### src/shared/mbr_pkg.sv
`default_nettype none
package mbr_pkg;
  localparam logic [7:0]  FC_DISCRETE   = 8'h02;
  localparam logic [7:0]  FC_HOLDING    = 8'h03;
  localparam logic [7:0]  FC_INPUT      = 8'h04;
  localparam logic [7:0]  FC_ERROR_BIT  = 8'h80;
  localparam logic [7:0]  EXC_FUNCTION  = 8'h01;
  localparam logic [7:0]  EXC_ADDRESS   = 8'h02;
  localparam logic [15:0] CRC_INIT      = 16'hffff;
  localparam logic [15:0] CRC_POLY      = 16'ha001;
  localparam int          REQ_LEN       = 8;
  localparam int          HEAD_LEN      = 3;
  localparam logic [15:0] MAX_BITS      = 16'h07d0;
  localparam logic [15:0] MAX_REGS      = 16'h007d;
  localparam logic [7:0]  DEFAULT_ID    = 8'h01;

  function automatic logic [15:0] mbr_crc_byte(input logic [15:0] crc, input logic [7:0] data);
    logic [15:0] c;
    c = crc ^ {8'h00, data};
    for (int i = 0; i < 8; i++)
    begin
      c = c[0] ? ((c >> 1) ^ CRC_POLY) : (c >> 1);
    end
    return c;
  endfunction : mbr_crc_byte
endpackage : mbr_pkg
`default_nettype wire

### src/logic/mbr_crc.sv
`timescale 1ns/1ps
`default_nettype none
module mbr_crc
  import mbr_pkg::*;
(
  input  wire logic        mclk,
  input  wire logic        clear,
  input  wire logic        enable,
  input  wire logic [7:0]  data,
  output logic      [15:0] crc
);
  // Running CRC over each enabled character, cleared at telegram start
  always_ff @(posedge mclk)
  begin
    if (clear)
    begin
      crc <= CRC_INIT;
    end
    else if (enable)
    begin
      crc <= mbr_crc_byte(crc, data);
    end
  end
endmodule : mbr_crc
`default_nettype wire

### src/logic/mbr_read_slave.sv
`timescale 1ns/1ps
`default_nettype none
// Summary of operation
// Function 02 returns consecutive discrete input states from start for count.
// Master sends eight characters: id, function, start, count, CRC low/high.
// Answer holds id, function, byte count, data bytes, then CRC.
// Discrete states pack eight per byte, one bit per point.
// Discrete byte count is point count divided by eight rounded up.
// Leftover states fill lowest bits of last byte, upper bits zero.
// Bit 0 of byte n holds point start plus eight times n.
// Function 03 returns consecutive holding registers from start for count.
// Function 04 returns consecutive input registers from start for count.
// Each register gives two bytes; byte count is twice register count.
// Master reads a float as two input registers, four data bytes.
// Response echoes own slave id first and request function second.
// Register values and request fields are high byte first.
// CRC-16 over all preceding characters, appended low byte first.
// Request errors answer function with top bit set plus error code.
// Invalid register range gives error code 2.
// CRC or parity fault is logged and no response is sent.
module mbr_read_slave
  import mbr_pkg::*;
#(
  parameter int ADDR_W = 16
)
(
  input  wire logic              mclk,
  input  wire logic              rst,
  input  wire logic [7:0]        slaveId,
  input  wire logic              rxValid,
  input  wire logic [7:0]        rxData,
  input  wire logic              rxParityErr,
  input  wire logic              rxFrameEnd,
  output logic                   txValid,
  output logic      [7:0]        txData,
  input  wire logic              txReady,
  output logic                   dataReq,
  output logic      [1:0]        dataSpace,
  output logic      [15:0]       dataAddr,
  input  wire logic              dataAck,
  input  wire logic              dataOk,
  input  wire logic [15:0]       dataWord,
  input  wire logic              dataBit,
  output logic      [15:0]       crcFaults
);
  import mbr_pkg::*;

  typedef enum logic [5:0] {
    ST_RECV  = 6'b000001,
    ST_CHECK = 6'b000010,
    ST_FETCH = 6'b000100,
    ST_SEND  = 6'b001000,
    ST_WAIT  = 6'b010000,
    ST_FLUSH = 6'b100000
  } mbr_state_type;

  typedef struct packed {
    mbr_state_type state;
    logic [3:0]    rxCount;
    logic [7:0]    reqId;
    logic [7:0]    reqFunc;
    logic [15:0]   reqStart;
    logic [15:0]   reqCount;
    logic [15:0]   rxCrcWord;
    logic          parityBad;
    logic [15:0]   itemIdx;
    logic [7:0]    packByte;
    logic [2:0]    packBit;
    logic          lowHalf;
    logic [7:0]    lowByte;
    logic [3:0]    txPhase;
    logic [7:0]    byteCount;
    logic [7:0]    bytesSent;
    logic          errReply;
    logic [7:0]    errCode;
    logic          txValid;
    logic [7:0]    txData;
    logic          dataReq;
    logic [1:0]    dataSpace;
    logic [15:0]   dataAddr;
    logic [15:0]   crcFaults;
    logic          crcClear;
    logic          crcEnable;
    logic [7:0]    crcData;
  } mbr_regs_type;

  mbr_regs_type r;
  mbr_regs_type next_r;
  logic [15:0]  crc;

  mbr_crc u_crc (
    .mclk   (mclk),
    .clear  (r.crcClear),
    .enable (r.crcEnable),
    .data   (r.crcData),
    .crc    (crc)
  );

  // Phases of the answer
  localparam logic [3:0] PH_ID = 4'h0;
  localparam logic [3:0] PH_FN = 4'h1;
  localparam logic [3:0] PH_BC = 4'h2;
  localparam logic [3:0] PH_DT = 4'h3;
  localparam logic [3:0] PH_CL = 4'h4;
  localparam logic [3:0] PH_CH = 4'h5;

  function automatic logic isRegFunc(input logic [7:0] f);
    return (f == FC_HOLDING) || (f == FC_INPUT);
  endfunction : isRegFunc

  // Emit one character and fold it into the CRC; the CRC bytes themselves are excluded
  function automatic mbr_regs_type emit(input mbr_regs_type s, input logic [7:0] d, input logic toCrc);
    mbr_regs_type o;
    o = s;
    o.txValid   = 1'b1;
    o.txData    = d;
    o.crcEnable = toCrc;
    o.crcData   = d;
    return o;
  endfunction : emit

  always_comb
  begin
    logic [16:0] lastAddr;
    lastAddr = 17'h00000;
    next_r = r;
    next_r.crcClear  = 1'b0;
    next_r.crcEnable = 1'b0;
    if (txReady)
    begin
      next_r.txValid = 1'b0;
    end
    case (r.state)
      ST_RECV:
      begin
        if (rxValid)
        begin
          if (r.rxCount < 4'(REQ_LEN))
          begin
            next_r.rxCount = r.rxCount + 4'h1;
          end
          next_r.parityBad = r.parityBad | rxParityErr;
          next_r.crcEnable = (r.rxCount < 4'(REQ_LEN - 2));
          next_r.crcData   = rxData;
          case (r.rxCount)
            4'h0: next_r.reqId = rxData;
            4'h1: next_r.reqFunc = rxData;
            4'h2: next_r.reqStart[15:8] = rxData;
            4'h3: next_r.reqStart[7:0] = rxData;
            4'h4: next_r.reqCount[15:8] = rxData;
            4'h5: next_r.reqCount[7:0] = rxData;
            4'h6: next_r.rxCrcWord[7:0] = rxData;
            4'h7: next_r.rxCrcWord[15:8] = rxData;
            default: next_r.parityBad = 1'b1;
          endcase
        end
        if (rxFrameEnd)
        begin
          next_r.state = ST_CHECK;
        end
      end
      ST_CHECK:
      begin
        next_r.state = ST_RECV;
        next_r.crcClear = 1'b1;
        next_r.rxCount = 4'h0;
        next_r.parityBad = 1'b0;
        if (r.parityBad || r.rxCount != 4'(REQ_LEN) || crc != r.rxCrcWord)
        begin
          if (r.crcFaults != 16'hffff)
          begin
            next_r.crcFaults = r.crcFaults + 16'h0001;
          end
        end
        else if (r.reqId == slaveId)
        begin
          // Broadcast id 0 matches only when slaveId is 0; otherwise it gets no answer
          lastAddr = {1'b0, r.reqStart} + {1'b0, r.reqCount};
          next_r.state = ST_SEND;
          next_r.txPhase = PH_ID;
          next_r.errReply = 1'b0;
          next_r.itemIdx = 16'h0000;
          next_r.bytesSent = 8'h00;
          next_r.packByte = 8'h00;
          next_r.packBit = 3'h0;
          next_r.lowHalf = 1'b0;
          if (r.reqFunc == FC_DISCRETE)
          begin
            next_r.byteCount = 8'((r.reqCount + 16'h0007) >> 3);
          end
          else
          begin
            next_r.byteCount = 8'({r.reqCount, 1'b0});
          end
          if (!(r.reqFunc == FC_DISCRETE || isRegFunc(r.reqFunc)))
          begin
            next_r.errReply = 1'b1;
            next_r.errCode = EXC_FUNCTION;
          end
          else if (r.reqCount == 16'h0000 || lastAddr > 17'h10000
                   || r.reqCount > (r.reqFunc == FC_DISCRETE ? MAX_BITS : MAX_REGS))
          begin
            next_r.errReply = 1'b1;
            next_r.errCode = EXC_ADDRESS;
          end
        end
      end
      ST_SEND:
      begin
        if (!r.txValid || txReady)
        begin
          case (r.txPhase)
            PH_ID:
            begin
              next_r = emit(next_r, slaveId, 1'b1);
              next_r.txPhase = PH_FN;
            end
            PH_FN:
            begin
              next_r = emit(next_r, r.errReply ? (r.reqFunc | FC_ERROR_BIT) : r.reqFunc, 1'b1);
              next_r.txPhase = PH_BC;
            end
            PH_BC:
            begin
              next_r = emit(next_r, r.errReply ? r.errCode : r.byteCount, 1'b1);
              next_r.txPhase = r.errReply ? PH_CL : PH_DT;
            end
            PH_DT:
            begin
              if (r.bytesSent == r.byteCount)
              begin
                next_r.txPhase = PH_CL;
              end
              else if (isRegFunc(r.reqFunc) && r.lowHalf)
              begin
                next_r = emit(next_r, r.lowByte, 1'b1);
                next_r.lowHalf = 1'b0;
                next_r.bytesSent = r.bytesSent + 8'h01;
              end
              else
              begin
                next_r.dataReq = 1'b1;
                next_r.dataSpace = r.reqFunc[1:0];
                next_r.dataAddr = r.reqStart + r.itemIdx;
                next_r.state = ST_FETCH;
              end
            end
            PH_CL:
            begin
              if (!r.crcEnable) // Last character's CRC update lands first
              begin
                next_r = emit(next_r, crc[7:0], 1'b0);
                next_r.txPhase = PH_CH;
              end
            end
            PH_CH:
            begin
              next_r = emit(next_r, crc[15:8], 1'b0);
              next_r.state = ST_WAIT;
            end
            default: next_r.txPhase = PH_ID;
          endcase
        end
      end
      ST_FETCH:
      begin
        if (dataAck)
        begin
          next_r.dataReq = 1'b0;
          next_r.itemIdx = r.itemIdx + 16'h0001;
          if (!dataOk)
          begin
            // A hole in the map can only be found mid-answer; abandon without CRC
            next_r.state = ST_FLUSH;
          end
          else if (isRegFunc(r.reqFunc))
          begin
            next_r = emit(next_r, dataWord[15:8], 1'b1);
            next_r.lowByte = dataWord[7:0];
            next_r.lowHalf = 1'b1;
            next_r.bytesSent = r.bytesSent + 8'h01;
            next_r.state = ST_SEND;
          end
          else
          begin
            next_r.packByte = r.packByte | (8'(dataBit) << r.packBit);
            next_r.packBit = r.packBit + 3'h1;
            next_r.state = ST_SEND;
            if (r.packBit == 3'h7 || r.itemIdx + 16'h0001 == r.reqCount)
            begin
              next_r = emit(next_r, r.packByte | (8'(dataBit) << r.packBit), 1'b1);
              next_r.packByte = 8'h00;
              next_r.packBit = 3'h0;
              next_r.bytesSent = r.bytesSent + 8'h01;
            end
          end
        end
      end
      ST_WAIT, ST_FLUSH:
      begin
        if (!r.txValid || txReady)
        begin
          next_r.state = ST_RECV;
          next_r.crcClear = 1'b1;
          next_r.rxCount = 4'h0;
          next_r.parityBad = 1'b0;
        end
      end
      default: next_r.state = ST_RECV;
    endcase
  end

  always_ff @(posedge mclk)
  begin
    if (rst)
    begin
      r <= '0;
      r.state <= ST_RECV;
      r.crcClear <= 1'b1;
    end
    else
    begin
      r <= next_r;
    end
  end

  assign txValid   = r.txValid;
  assign txData    = r.txData;
  assign dataReq   = r.dataReq;
  assign dataSpace = r.dataSpace;
  assign dataAddr  = r.dataAddr;
  assign crcFaults = r.crcFaults;
endmodule : mbr_read_slave
`default_nettype wire

### config.mk
export PLATFORM = sky130hd
export DESIGN_NAME = mbr_read_slave
export DESIGN_NICKNAME = d
export VERILOG_FILES = /design/src/shared/mbr_pkg.sv /design/src/logic/mbr_crc.sv /design/src/logic/mbr_read_slave.sv
export SDC_FILE = /design/constraint.sdc
export NUM_CORES = 1
export LEC_CHECK = 0
export BUFFER_PORTS_ARGS = -buffer_cell sky130_fd_sc_hd__buf_4
export CAP_MARGIN = 15
export CELL_PAD_IN_SITES_DETAIL_PLACEMENT = 1
export CELL_PAD_IN_SITES_GLOBAL_PLACEMENT = 1
export CORE_ASPECT_RATIO = 1.4
export CORE_MARGIN = 2
export CORE_UTILIZATION = 43
export CTS_BUF_LIST = sky130_fd_sc_hd__clkbuf_4 sky130_fd_sc_hd__clkbuf_8
export DETAILED_ROUTE_END_ITERATION = 6
export PLACE_DENSITY = 0.84
export SETUP_SLACK_MARGIN = 0.05
export SYNTH_ARGS = -nofsm -noshare
export SYNTH_HDL_FRONTEND = slang
export SYNTH_SLANG_ARGS = --single-unit
### constraint.sdc
create_clock -name mclk -period 4.35 [get_ports mclk]
set_input_delay 0.6525 -clock mclk [delete_from_list [all_inputs] [get_ports mclk]]
set_output_delay 0.6525 -clock mclk [all_outputs]
set_load 0.02 [all_outputs]
==> reports/qor.csv, run 1 <==
metric,value,unit
antenna-violating nets left,0,
GRT overflow,0,
core area,28400,um^2
largest area contributor in the netlist,dfxtp_1,
routed wire length,42800,um
setup violators final,0,
sequential power share,43.5,%
DRT Pass-1 Iters,5,
P_sw,1300,uW
Final Hold Fails,0,
post-placement cell area,13000,um^2
Leakage,0.00511,uW
Power Dens Cells,335,nW/um^2
top-level port count,85,
Slew headroom,32.1,%
Die Y,205,um
Final Net Count,1667,
Ant. Diodes,0,
initial antenna violation count,0,
via count,11832,
Starting Density,43.8,%
DR iter-0 viols,565,
Layout Skew,12.7,ps
status,"finished, final reports clean",
Clock Latency Late Sink,550,ps
maxcap violations,0,
TritonCTS clock tree,yes,
share of flip-flops with an asynchronous set or reset,0,%
Crit path required time,4820,ps
"Seq/Total Area, Yosys",32.6,%
Least-Margin Pin Slew,1020,ps
Main synth FF type,dfxtp_1,
Post-Synthesis Cells,1556,
Max Clock Freq,254,MHz
post-route cell area,13700,um^2
"Arr. time, crit path",4400,ps
Synthesized Nets,1647,
post-synth top area share,32.6,%
RSZ-0062 raised after global routing,false,
clk slew on worst S/H paths,70,ps
DRC violations left,0,
row count,73,
Root Driver,clkbuf_8,
die width,148,um
via-per-instance ratio,5.99,
Syn Std Cell Area,12400,um^2
max-slew violation count,0,
most frequent cell after synthesis,nand2_1,
synth-to-layout area growth,10.4,%
first-pass GRT wire length,66700,um
H-tree depth,2,
vias in the first global route,12350,
list of most frequent post-synthesis cells,"nand2_1, dfxtp_1, a21oi_1, nor2_1, xnor2_1",
Gate power share,13.4,%
mean area per synthesized cell,8.00,um^2
die area,30300,um^2
sw frac,28.1,%
clk sinks,203,
pin count of the biggest net entering global routing,91,
Hold/Removal Path Class,primary input to register,
min cycle time layout,3930,ps
yosys warns,0,
Clock Path Buffers,3,
IO Port Bufs,84,
Setup CP Type,register to register,
setup TNS,0,ps
cts bufs inserted,35,
CP Capture Type,register,
Max IR drop VDD,147,uV
clock power share,43.1,%
wire length per cell,21.7,um
Pint,3310,uW
post-synthesis cell type count,98,
maximum fanout along the worst path,6,
top post-synthesis cells by area,"dfxtp_1, nand2_1, a21oi_1",
Total GRT Usage,28.0,%
Worst Setup Start Kind,register,
setup bufs post-CTS,0,
routability-driven placement congestion ratio,0.975,
Final Cycle Share,90.4,%
layout cells sized above 1,13.7,%
Post-synth EDFFs,0,
Final Util,48.4,%
detailed placement HPWL,31700,um
"flops & latches, synth",203,
-- metrics by stage --
| stage | hold slack (ps) | total power, uW | cells | setup slack [ps] |
|---|---|---|---|---|
| after detailed placement | 443 | 2650 | 1914 | 408 |
| final | 313 | 4610 | 1974 | 416 |
| after global placement | 439 | 2620 | 1914 | 483 |
| after global routing | 307 | 4770 | 1974 | 82.0 |
| after CTS | 283 | 4640 | 1974 | 375 |
| after floorplan | 426 | 2440 | 1556 | 246 |
-- layer usage --
layer / vias to the layer above / global-route usage (%) / share of wire, %
met2: 266 / 53.5 / 53
li1: 5527 / - / -
met5: - / 0 / 0
met1: 5891 / 28.2 / 37
met3: 148 / 4.12 / 3.6
met4: 0 / 17.5 / 6.6
-- cell usage in the layout (no fill, tap or decap), types with 8 or more instances in the layout --
cell,synthesis,final
a211o_1,11,11
a211oi_1,15,15
a21o_1,22,22
a21oi_1,169,169
a221o_1,9,9
a22oi_1,10,10
a31oi_1,9,9
and2_1,11,11
and3_1,14,14
buf_4,42,101
clkbuf_8,5,44
dfxtp_1,203,203
ha_1,48,48
inv_1,21,21
mux2i_1,14,14
nand2_1,251,251
nand2b_1,10,10
nand3_1,33,33
nand4_1,20,20
nor2_1,132,132
nor2b_1,23,23
nor3_1,34,34
nor3b_1,14,14
nor4_1,9,8
o211ai_1,8,8
o21ai_0,50,50
or2_2,17,17
or3_1,8,8
or4_1,10,10
xnor2_1,87,87
xor2_1,28,28
-- sequential cells by signal, indices dropped and copies added, names as in the netlist --
| signal | flops |
|---|---|
| dataReq | 1 |
| u_crc.crc | 16 |
| dataSpace | 2 |
| txData | 8 |
| r | 143 |
| dataAddr | 16 |
| crcFaults | 16 |
| txValid | 1 |
-- kinds of logic after synthesis --
group / after synthesis / synth area share, %
simple gates: 629 / 24.9
mux: 16 / 1.31
xor+xnor: 115 / 8.09
buf+inv: 140 / 6.47
compound gates: 403 / 21.5
flops: 203 / 32.6
fa+ha+maj: 50 / 5.15
-- final timing paths --
path,from,to,slack [ps],cells past startpoint
max reg2reg,r[175],r[54],420,12
min,rst,r[94],310,2
min reg2reg,dataAddr[5],dataAddr[5],450,2
max,r[175],r[54],420,12
-- timing repair --
action | CTS | global route
hold buffers | 0 | 0
setup endpoints to repair | 0 | 1
gates resized for setup | 0 | 1
-- area by class of cell --
class | instances | area [um^2]
tap | 375 | 469
multi-input combinational | 1213 | 7590
sequential | 203 | 4060
fill | 3513 | 14700
clock buffer | 51 | 658
inverter | 22 | 82.6
timing repair buffer | 101 | 758
clock inverter | 9 | 123
-- power by group through the flow --
stage	Sequential (uW)	Combinational, uW	Clock, uW
after floorplan	2010	437	0
after global placement	2040	586	0
after detailed placement	2040	608	0
after CTS	2000	615	2020
after global routing	2010	671	2090
final	2000	619	1980
-- critical path, stage by stage (launching register included) --
cell and delay, ps:
dfxtp_1 330, or4_1 610, nor4_2 300, inv_1 190, ha_1 320, and4_1 240
a221o_1 300, a41oi_1 210, o21ai_1 120, or4b_1 540, a2111oi_1 300, o211ai_1 150
a41oi_1 220
Note: power is estimated with default switching activity, not from simulation.
==> run 2, diff against run 1 <==
--- a/config.mk
+++ b/config.mk
@@ -11,11 +11,12 @@
 export CELL_PAD_IN_SITES_GLOBAL_PLACEMENT = 1
 export CORE_ASPECT_RATIO = 1.4
 export CORE_MARGIN = 2
-export CORE_UTILIZATION = 43
+export CORE_UTILIZATION = 48
 export CTS_BUF_LIST = sky130_fd_sc_hd__clkbuf_4 sky130_fd_sc_hd__clkbuf_8
 export DETAILED_ROUTE_END_ITERATION = 6
-export PLACE_DENSITY = 0.84
+export PLACE_DENSITY = 0.88
 export SETUP_SLACK_MARGIN = 0.05
 export SYNTH_ARGS = -nofsm -noshare
 export SYNTH_HDL_FRONTEND = slang
+export SYNTH_HIERARCHICAL = 1
 export SYNTH_SLANG_ARGS = --single-unit
==> constraint.sdc (replaced) <==
create_clock -name mclk -period 3.7 [get_ports mclk]
set_input_delay 0.555 -clock mclk [delete_from_list [all_inputs] [get_ports mclk]]
set_output_delay 0.555 -clock mclk [all_outputs]
set_load 0.02 [all_outputs]
==> run 2 against run 1 <==
Compared with the run above:
- die area shrank 11%
- first-iteration DRC count grew 45%
- worst setup slack lost 190 ps
- sequential power grew 17%
- hold slack lost 59 ps
- combinational power grew 8.9%
- critical path type unchanged
- largest power group unchanged
==> reports/qor.csv, run 2 <==
metric,value,unit,change
post-synthesis cell type count,103,,+5.1%
Least-Margin Pin Slew,1080,ps,+58.6 ps
GRT overflow,0,,unchanged
dpl ws,44.2,ps,-364 ps
"flops & latches, synth",203,,unchanged
H-tree depth,2,,unchanged
Starting Density,48.8,%,+4.9 points
Final Worst Setup Slack,230,ps,-186 ps
r2r worst-path depth,12,,unchanged
clk sinks,203,,unchanged
row count,69,,-5.5%
via-per-instance ratio,6.19,,+3.3%
setup TNS,0,ps,unchanged
routability-driven placement congestion ratio,0.923,,-5.3%
Clock Latency Late Sink,560,ps,about the same
r2r endpoint,r[54],,
most frequent cells in the layout,"dfxtp_1, nand2_1, a21oi_1, nor2_1, buf_4",,
Max IR drop VDD,273,uV,+87%
Max Clock Freq,288,MHz,+13%
die width,140,um,-5.5%
pin count of the biggest net entering global routing,78,,-14%
top post-synthesis cells by area,"dfxtp_1, a21oi_1, nand2_1",,
IO Port Bufs,84,,unchanged
Leakage,0.00547,uW,+7.1%
Die Y,194,um,-5.5%
yosys warns,6,,+6
"Arr. time, crit path",3940,ps,-460 ps
CP Capture Type,register,,
Worst Setup Start Kind,register,,
Hold Path End,r[83],,
Synthesized Nets,1618,,-1.8%
via count,11723,,-0.92%
routed wire length,42200,um,-1.6%
maximum fanout along the worst path,18,,+12
min-delay src,dataWord[0],,
Total GRT Usage,30.4,%,+2.4 points
fin cells,1893,,-4.1%
wire length per cell,22.3,um,+2.6%
"Seq/Total Area, Yosys",32.8,%,+0.19 points
Final Hold Fails,0,,unchanged
largest area contributor in the netlist,dfxtp_1,,
DR iter-0 viols,820,,+45%
vias in the first global route,12137,,-1.7%
max reg flops,143,,unchanged
final hold slack,254,ps,-59.2 ps
Syn Std Cell Area,12400,um^2,-0.58%
synth-to-layout area growth,11.1,%,
Ant. Diodes,0,,unchanged
post-synth top area share,32.8,%,+0.19 points
initial antenna violation count,0,,unchanged
max-slew violation count,0,,unchanged
Power Dens Cells,380,nW/um^2,+13%
worst reg2reg startpoint,r[174],,
die area,27100,um^2,-11%
post-route cell area,13800,um^2,about the same
core area,25400,um^2,-11%
clk slew on worst S/H paths,60,ps,about the same
DRT Pass-1 Iters,5,,unchanged
Hold/Removal Path Class,primary input to register,,
detailed placement HPWL,30800,um,-3.0%
min cycle time layout,3470,ps,-464 ps
mean area per synthesized cell,8.10,um^2,+1.3%
cts bufs inserted,36,,+2.9%
hold depth,3,,+1
Root Driver,clkbuf_8,,
Final Cycle Share,93.8,%,+3.4 points
share of flip-flops with an asynchronous set or reset,0,%,unchanged
post-placement cell area,13000,um^2,about the same
"commonest non-fill, non-tap cell in the layout",dfxtp_1,,
Crit path required time,4170,ps,-650 ps
Post-synth EDFFs,0,,unchanged
Fillers,3138,,-11%
list of most frequent post-synthesis cells,"dfxtp_1, nand2_1, a21oi_1, nor2_1, xnor2_1",,
most frequent cell after synthesis,dfxtp_1,,
RSZ-0062 raised after global routing,true,,
first-pass GRT wire length,66100,um,-0.95%
Slew headroom,27.2,%,-4.9 points
DRC violations left,0,,unchanged
maxcap violations,0,,unchanged
TritonCTS clock tree,yes,,
flop-to-flop setup slack,230,ps,-190 ps
Clock Path Buffers,3,,unchanged
top-level port count,85,,unchanged
Main synth FF type,dfxtp_1,,
Setup CP Type,register to register,,
setup violators final,0,,unchanged
Post-Synthesis Cells,1527,,-1.9%
status,"finished, final reports clean",,
layout cells sized above 1,15.0,%,+1.3 points
Final Net Count,1642,,-1.5%
Layout Skew,29.1,ps,+16.4 ps
register bank with the most flops,r,,
Cells after DPL,1829,,-4.4%
antenna-violating nets left,0,,unchanged
[run 2: cell count changes after synthesis, moves of 14 or more]
| cell | previous run | this run |
|---|---|---|
| nand2_1 | 251 | 175 |
| nand3_1 | 33 | 60 |
| nor2_1 | 132 | 154 |
| mux2i_1 | 14 | 32 |
| clkbuf_1 | 55 | 69 |
[run 2: critical path, stage by stage, from the launching register on]
cell       delay [ps]
dfxtp_1           320
or4_4             560
nor4_4            270
buf_4             270
ha_1              270
a21oi_1           120
o21ai_0           150
a21oi_1           210
o311a_1           250
o2111ai_1         100
or4b_1            490
o211a_1           230
nor3_2            130
[run 2: worst max-delay path by stage]
stage / from / to / slack, ps / depth (start not counted)
after floorplan: r[172] / r[54] / 60 / 13
after global placement: r[172] / r[54] / 150 / 12
after detailed placement: r[172] / r[54] / 40 / 12
after CTS: r[172] / r[54] / 130 / 12
after global routing: r[174] / r[54] / 50 / 12
final: r[174] / r[54] / 230 / 12
[run 2: layout make-up]
class	instances	area, um^2	share of cell area, %
inverters	20	75.1	0.546
repair buffers	113	865	6.29
flip-flops and latches	203	4060	29.6
multi-input cells	1177	7610	55.3
clock buffers	56	708	5.15
well taps	319	399	2.90
clock inverters	5	35.0	0.255
[run 2: metrics by stage]
| step | utilization (%) | power (uW) |
|---|---|---|
| floorplan | - | 2810 |
| global placement | 51.1 | 3010 |
| detailed placement | 51.1 | 3030 |
| CTS | 54.0 | 5250 |
| global route | 54.2 | 5400 |
| finish | 54.2 | 5220 |
[run 2: metal layers]
metal	wire length, um	vias to the layer above	track usage (%)
li1	-	5477	-
met1	15800	5727	32.5
met2	21600	357	55.3
met3	1750	162	4.54
met4	3050	0	19.4
met5	0	-	0
[run 2: repair_timing]
action / 4_1_cts / 5_1_grt
setup buffers: 0 / 3
resized for setup: 2 / 2
setup endpoints to repair: 1 / 1
pin swaps: 0 / 4
hold buffers: 0 / 0
[run 2: power breakdown]
part           internal (uW)  total (uW)  switching (uW)
Combinational            280         674             395
Clock                   1220        2210             994
Sequential              2250        2340            90.5
Total                   3740        5220            1480
[run 2: kinds of logic (layout without fill, tap and decap cells)]
logic type	after synthesis	count (layout)	synth area share, %
xor gates and xnor gates	115	115	8.27
AOI/OAI and AO/OA	384	384	20.7
buffers and inverters	147	194	6.01
DFF	203	203	32.8
muxes	41	41	3.41
adders and majority gates	50	50	5.18
and+or+nand+nor	587	587	23.6
==> run 3, diff against run 2 <==
--- a/config.mk
+++ b/config.mk
@@ -14,8 +14,9 @@
 export CORE_UTILIZATION = 48
 export CTS_BUF_LIST = sky130_fd_sc_hd__clkbuf_4 sky130_fd_sc_hd__clkbuf_8
 export DETAILED_ROUTE_END_ITERATION = 6
-export PLACE_DENSITY = 0.88
+export PLACE_DENSITY_LB_ADDON = 0.1
 export SETUP_SLACK_MARGIN = 0.05
+export SLEW_MARGIN = 10
 export SYNTH_ARGS = -nofsm -noshare
 export SYNTH_HDL_FRONTEND = slang
 export SYNTH_HIERARCHICAL = 1
==> run 3 against run 2 <==
Compared with the run above:
- final cell count decreased by 0.26%
- sequential share of layout area increased by 0.13 points
- utilization decreased by 0.23 points
- worst setup slack got worse by 5.7 ps
- non-clock buffer count unchanged
- critical endpoint unchanged
==> reports/qor.csv, run 3 (synthesized netlist as in run 2, its figures left out) <==
metric,value,unit,change
GRT overflow,0,,unchanged
die area,27100,um^2,unchanged
register area,4060,um^2,unchanged
Worst Setup Start Kind,register,,
"commonest non-fill, non-tap cell in the layout",dfxtp_1,,
status,"finished, final reports clean",,
max-slew violation count,0,,unchanged
"Largest delay share family, worst path",simple AND/OR/NAND/NOR gates,,
Crit path largest cell delay,580,ps,+20 ps
Total GRT Usage,29.7,%,-0.74 points
final hold slack,262,ps,+8.68 ps
die width,140,um,unchanged
Final Cycle Share,93.9,%,+0.16 points
synth-to-layout area growth,10.6,%,
Multi-input gate area,7590,um^2,-0.16%
Leakage,0.00545,uW,-0.36%
top-level port count,85,,unchanged
maximum fanout along the worst path,5,,-13
DRC violations left,0,,unchanged
setup TNS,0,ps,unchanged
initial antenna violation count,0,,unchanged
Fillers,3143,,+0.16%
"Critical Path, Cell by Cell",or4_4 > nor4_4 > inv_2 > ha_1 > nand4_1 > nor4_2 > o21bai_1 > o311a_1 > o2111ai_1 > or4b_1 > o211a_1 > nor3_2,,
DRT Pass-1 Iters,6,,+1
H-tree depth,2,,unchanged
Setup CP Type,register to register,,
detailed placement HPWL,29900,um,-2.9%
CP bufs+invs,1,,unchanged
first-pass GRT wire length,64500,um,-2.4%
Starting Density,48.8,%,unchanged
Max IR drop VDD,349,uV,+28%
vias in the first global route,11829,,-2.5%
setup violators final,0,,unchanged
antenna-violating nets left,0,,unchanged
Final Hold Fails,0,,unchanged
fin cells,1888,,-0.26%
TritonCTS clock tree,yes,,
maxcap violations,0,,unchanged
Layout Skew,17.3,ps,-11.8 ps
routed wire length,40800,um,-3.3%
IO Port Bufs,84,,unchanged
Clock Latency Late Sink,550,ps,about the same
most frequent cells in the layout,"dfxtp_1, nand2_1, a21oi_1, nor2_1, buf_4",,
Max Clock Freq,288,MHz,-0.17%
Root Driver,clkbuf_8,,
Hold/Removal Path Class,primary input to register,,
CP max stage cell,or4_4,,
CP Capture Type,register,,
Power Dens Cells,377,nW/um^2,-0.80%
layout cells sized above 1,14.7,%,-0.33 points
Final Worst Setup Slack,224,ps,-5.75 ps
via-per-instance ratio,6.11,,-1.4%
Clock Path Buffers,3,,unchanged
clk sinks,203,,unchanged
register bank with the most flops,r,,
Final Net Count,1641,,-0.061%
dpl ws,53.8,ps,+9.57 ps
routability-driven placement congestion ratio,0.897,,-2.8%
cts bufs inserted,35,,-2.8%
Slew headroom,33.7,%,+6.5 points
max reg flops,143,,unchanged
Least-Margin Pin Slew,991,ps,-85.7 ps
Die Y,194,um,unchanged
clk slew on worst S/H paths,60,ps,about the same
Ant. Diodes,0,,unchanged
via count,11530,,-1.6%
Cells after DPL,1830,,+0.055%
Crit path required time,4170,ps,about the same
wire length per cell,21.6,um,-3.1%
DR iter-0 viols,737,,-10%
"Arr. time, crit path",3950,ps,about the same
core area,25400,um^2,unchanged
row count,69,,unchanged
min cycle time layout,3480,ps,+5.75 ps
hold_buf cts,0,,unchanged
pin count of the biggest net entering global routing,87,,+12%
[run 3: path summary, 6_finish.rpt]
check	from	endpoint	slack [ps]	cells past startpoint
setup / recovery	r[172]	r[54]	220	12
hold / removal	dataWord[6]	r[89]	260	3
setup reg to reg	r[172]	r[54]	220	12
hold reg to reg	dataSpace[1]	dataSpace[1]	450	2
[run 3: where the power goes]
group / internal (uW) / switching (uW)
logic: 270 / 377
clock network: 1220 / 959
registers: 2250 / 89.6
[run 3: what timing repair did]
item | in CTS | in global routing
pin swaps | 0 | 2
hold endpoints to repair | 0 | 0
resized for setup | 1 | 2
setup endpoints to repair | 1 | 2
buffers inserted | 0 | 2
[run 3: metrics by stage]
step	utilization, %	cell area, um^2	power, uW
after floorplan	-	12400	2810
after global placement	51.1	13000	3000
after detailed placement	51.1	13000	3020
after CTS	53.9	13700	5200
after global routing	53.9	13700	5360
final	53.9	13700	5160
[run 3: routing by layer]
metal / global-route usage (%) / routed length (um)
met5: 0 / 0
met4: 18.1 / 2740
met3: 4.10 / 1770
met2: 53.1 / 20600
met1: 33.0 / 15700
[run 3: worst register-to-register path, stage by stage, from the launching register on]
cell	delay, ps
dfxtp_1	320
or4_4	580
nor4_4	180
inv_2	110
ha_1	330
nand4_1	190
nor4_2	300
o21bai_1	160
o311a_1	250
o2111ai_1	120
or4b_1	500
o211a_1	230
nor3_2	140
[run 3: layout make-up]
type	instances	share of cell area [%]
timing repair buffer	113	6.22
clock inverter	2	0.256
tap	319	2.91
sequential	203	29.7
clock buffer	54	4.93
multi-input combinational	1177	55.5
inverter	20	0.548
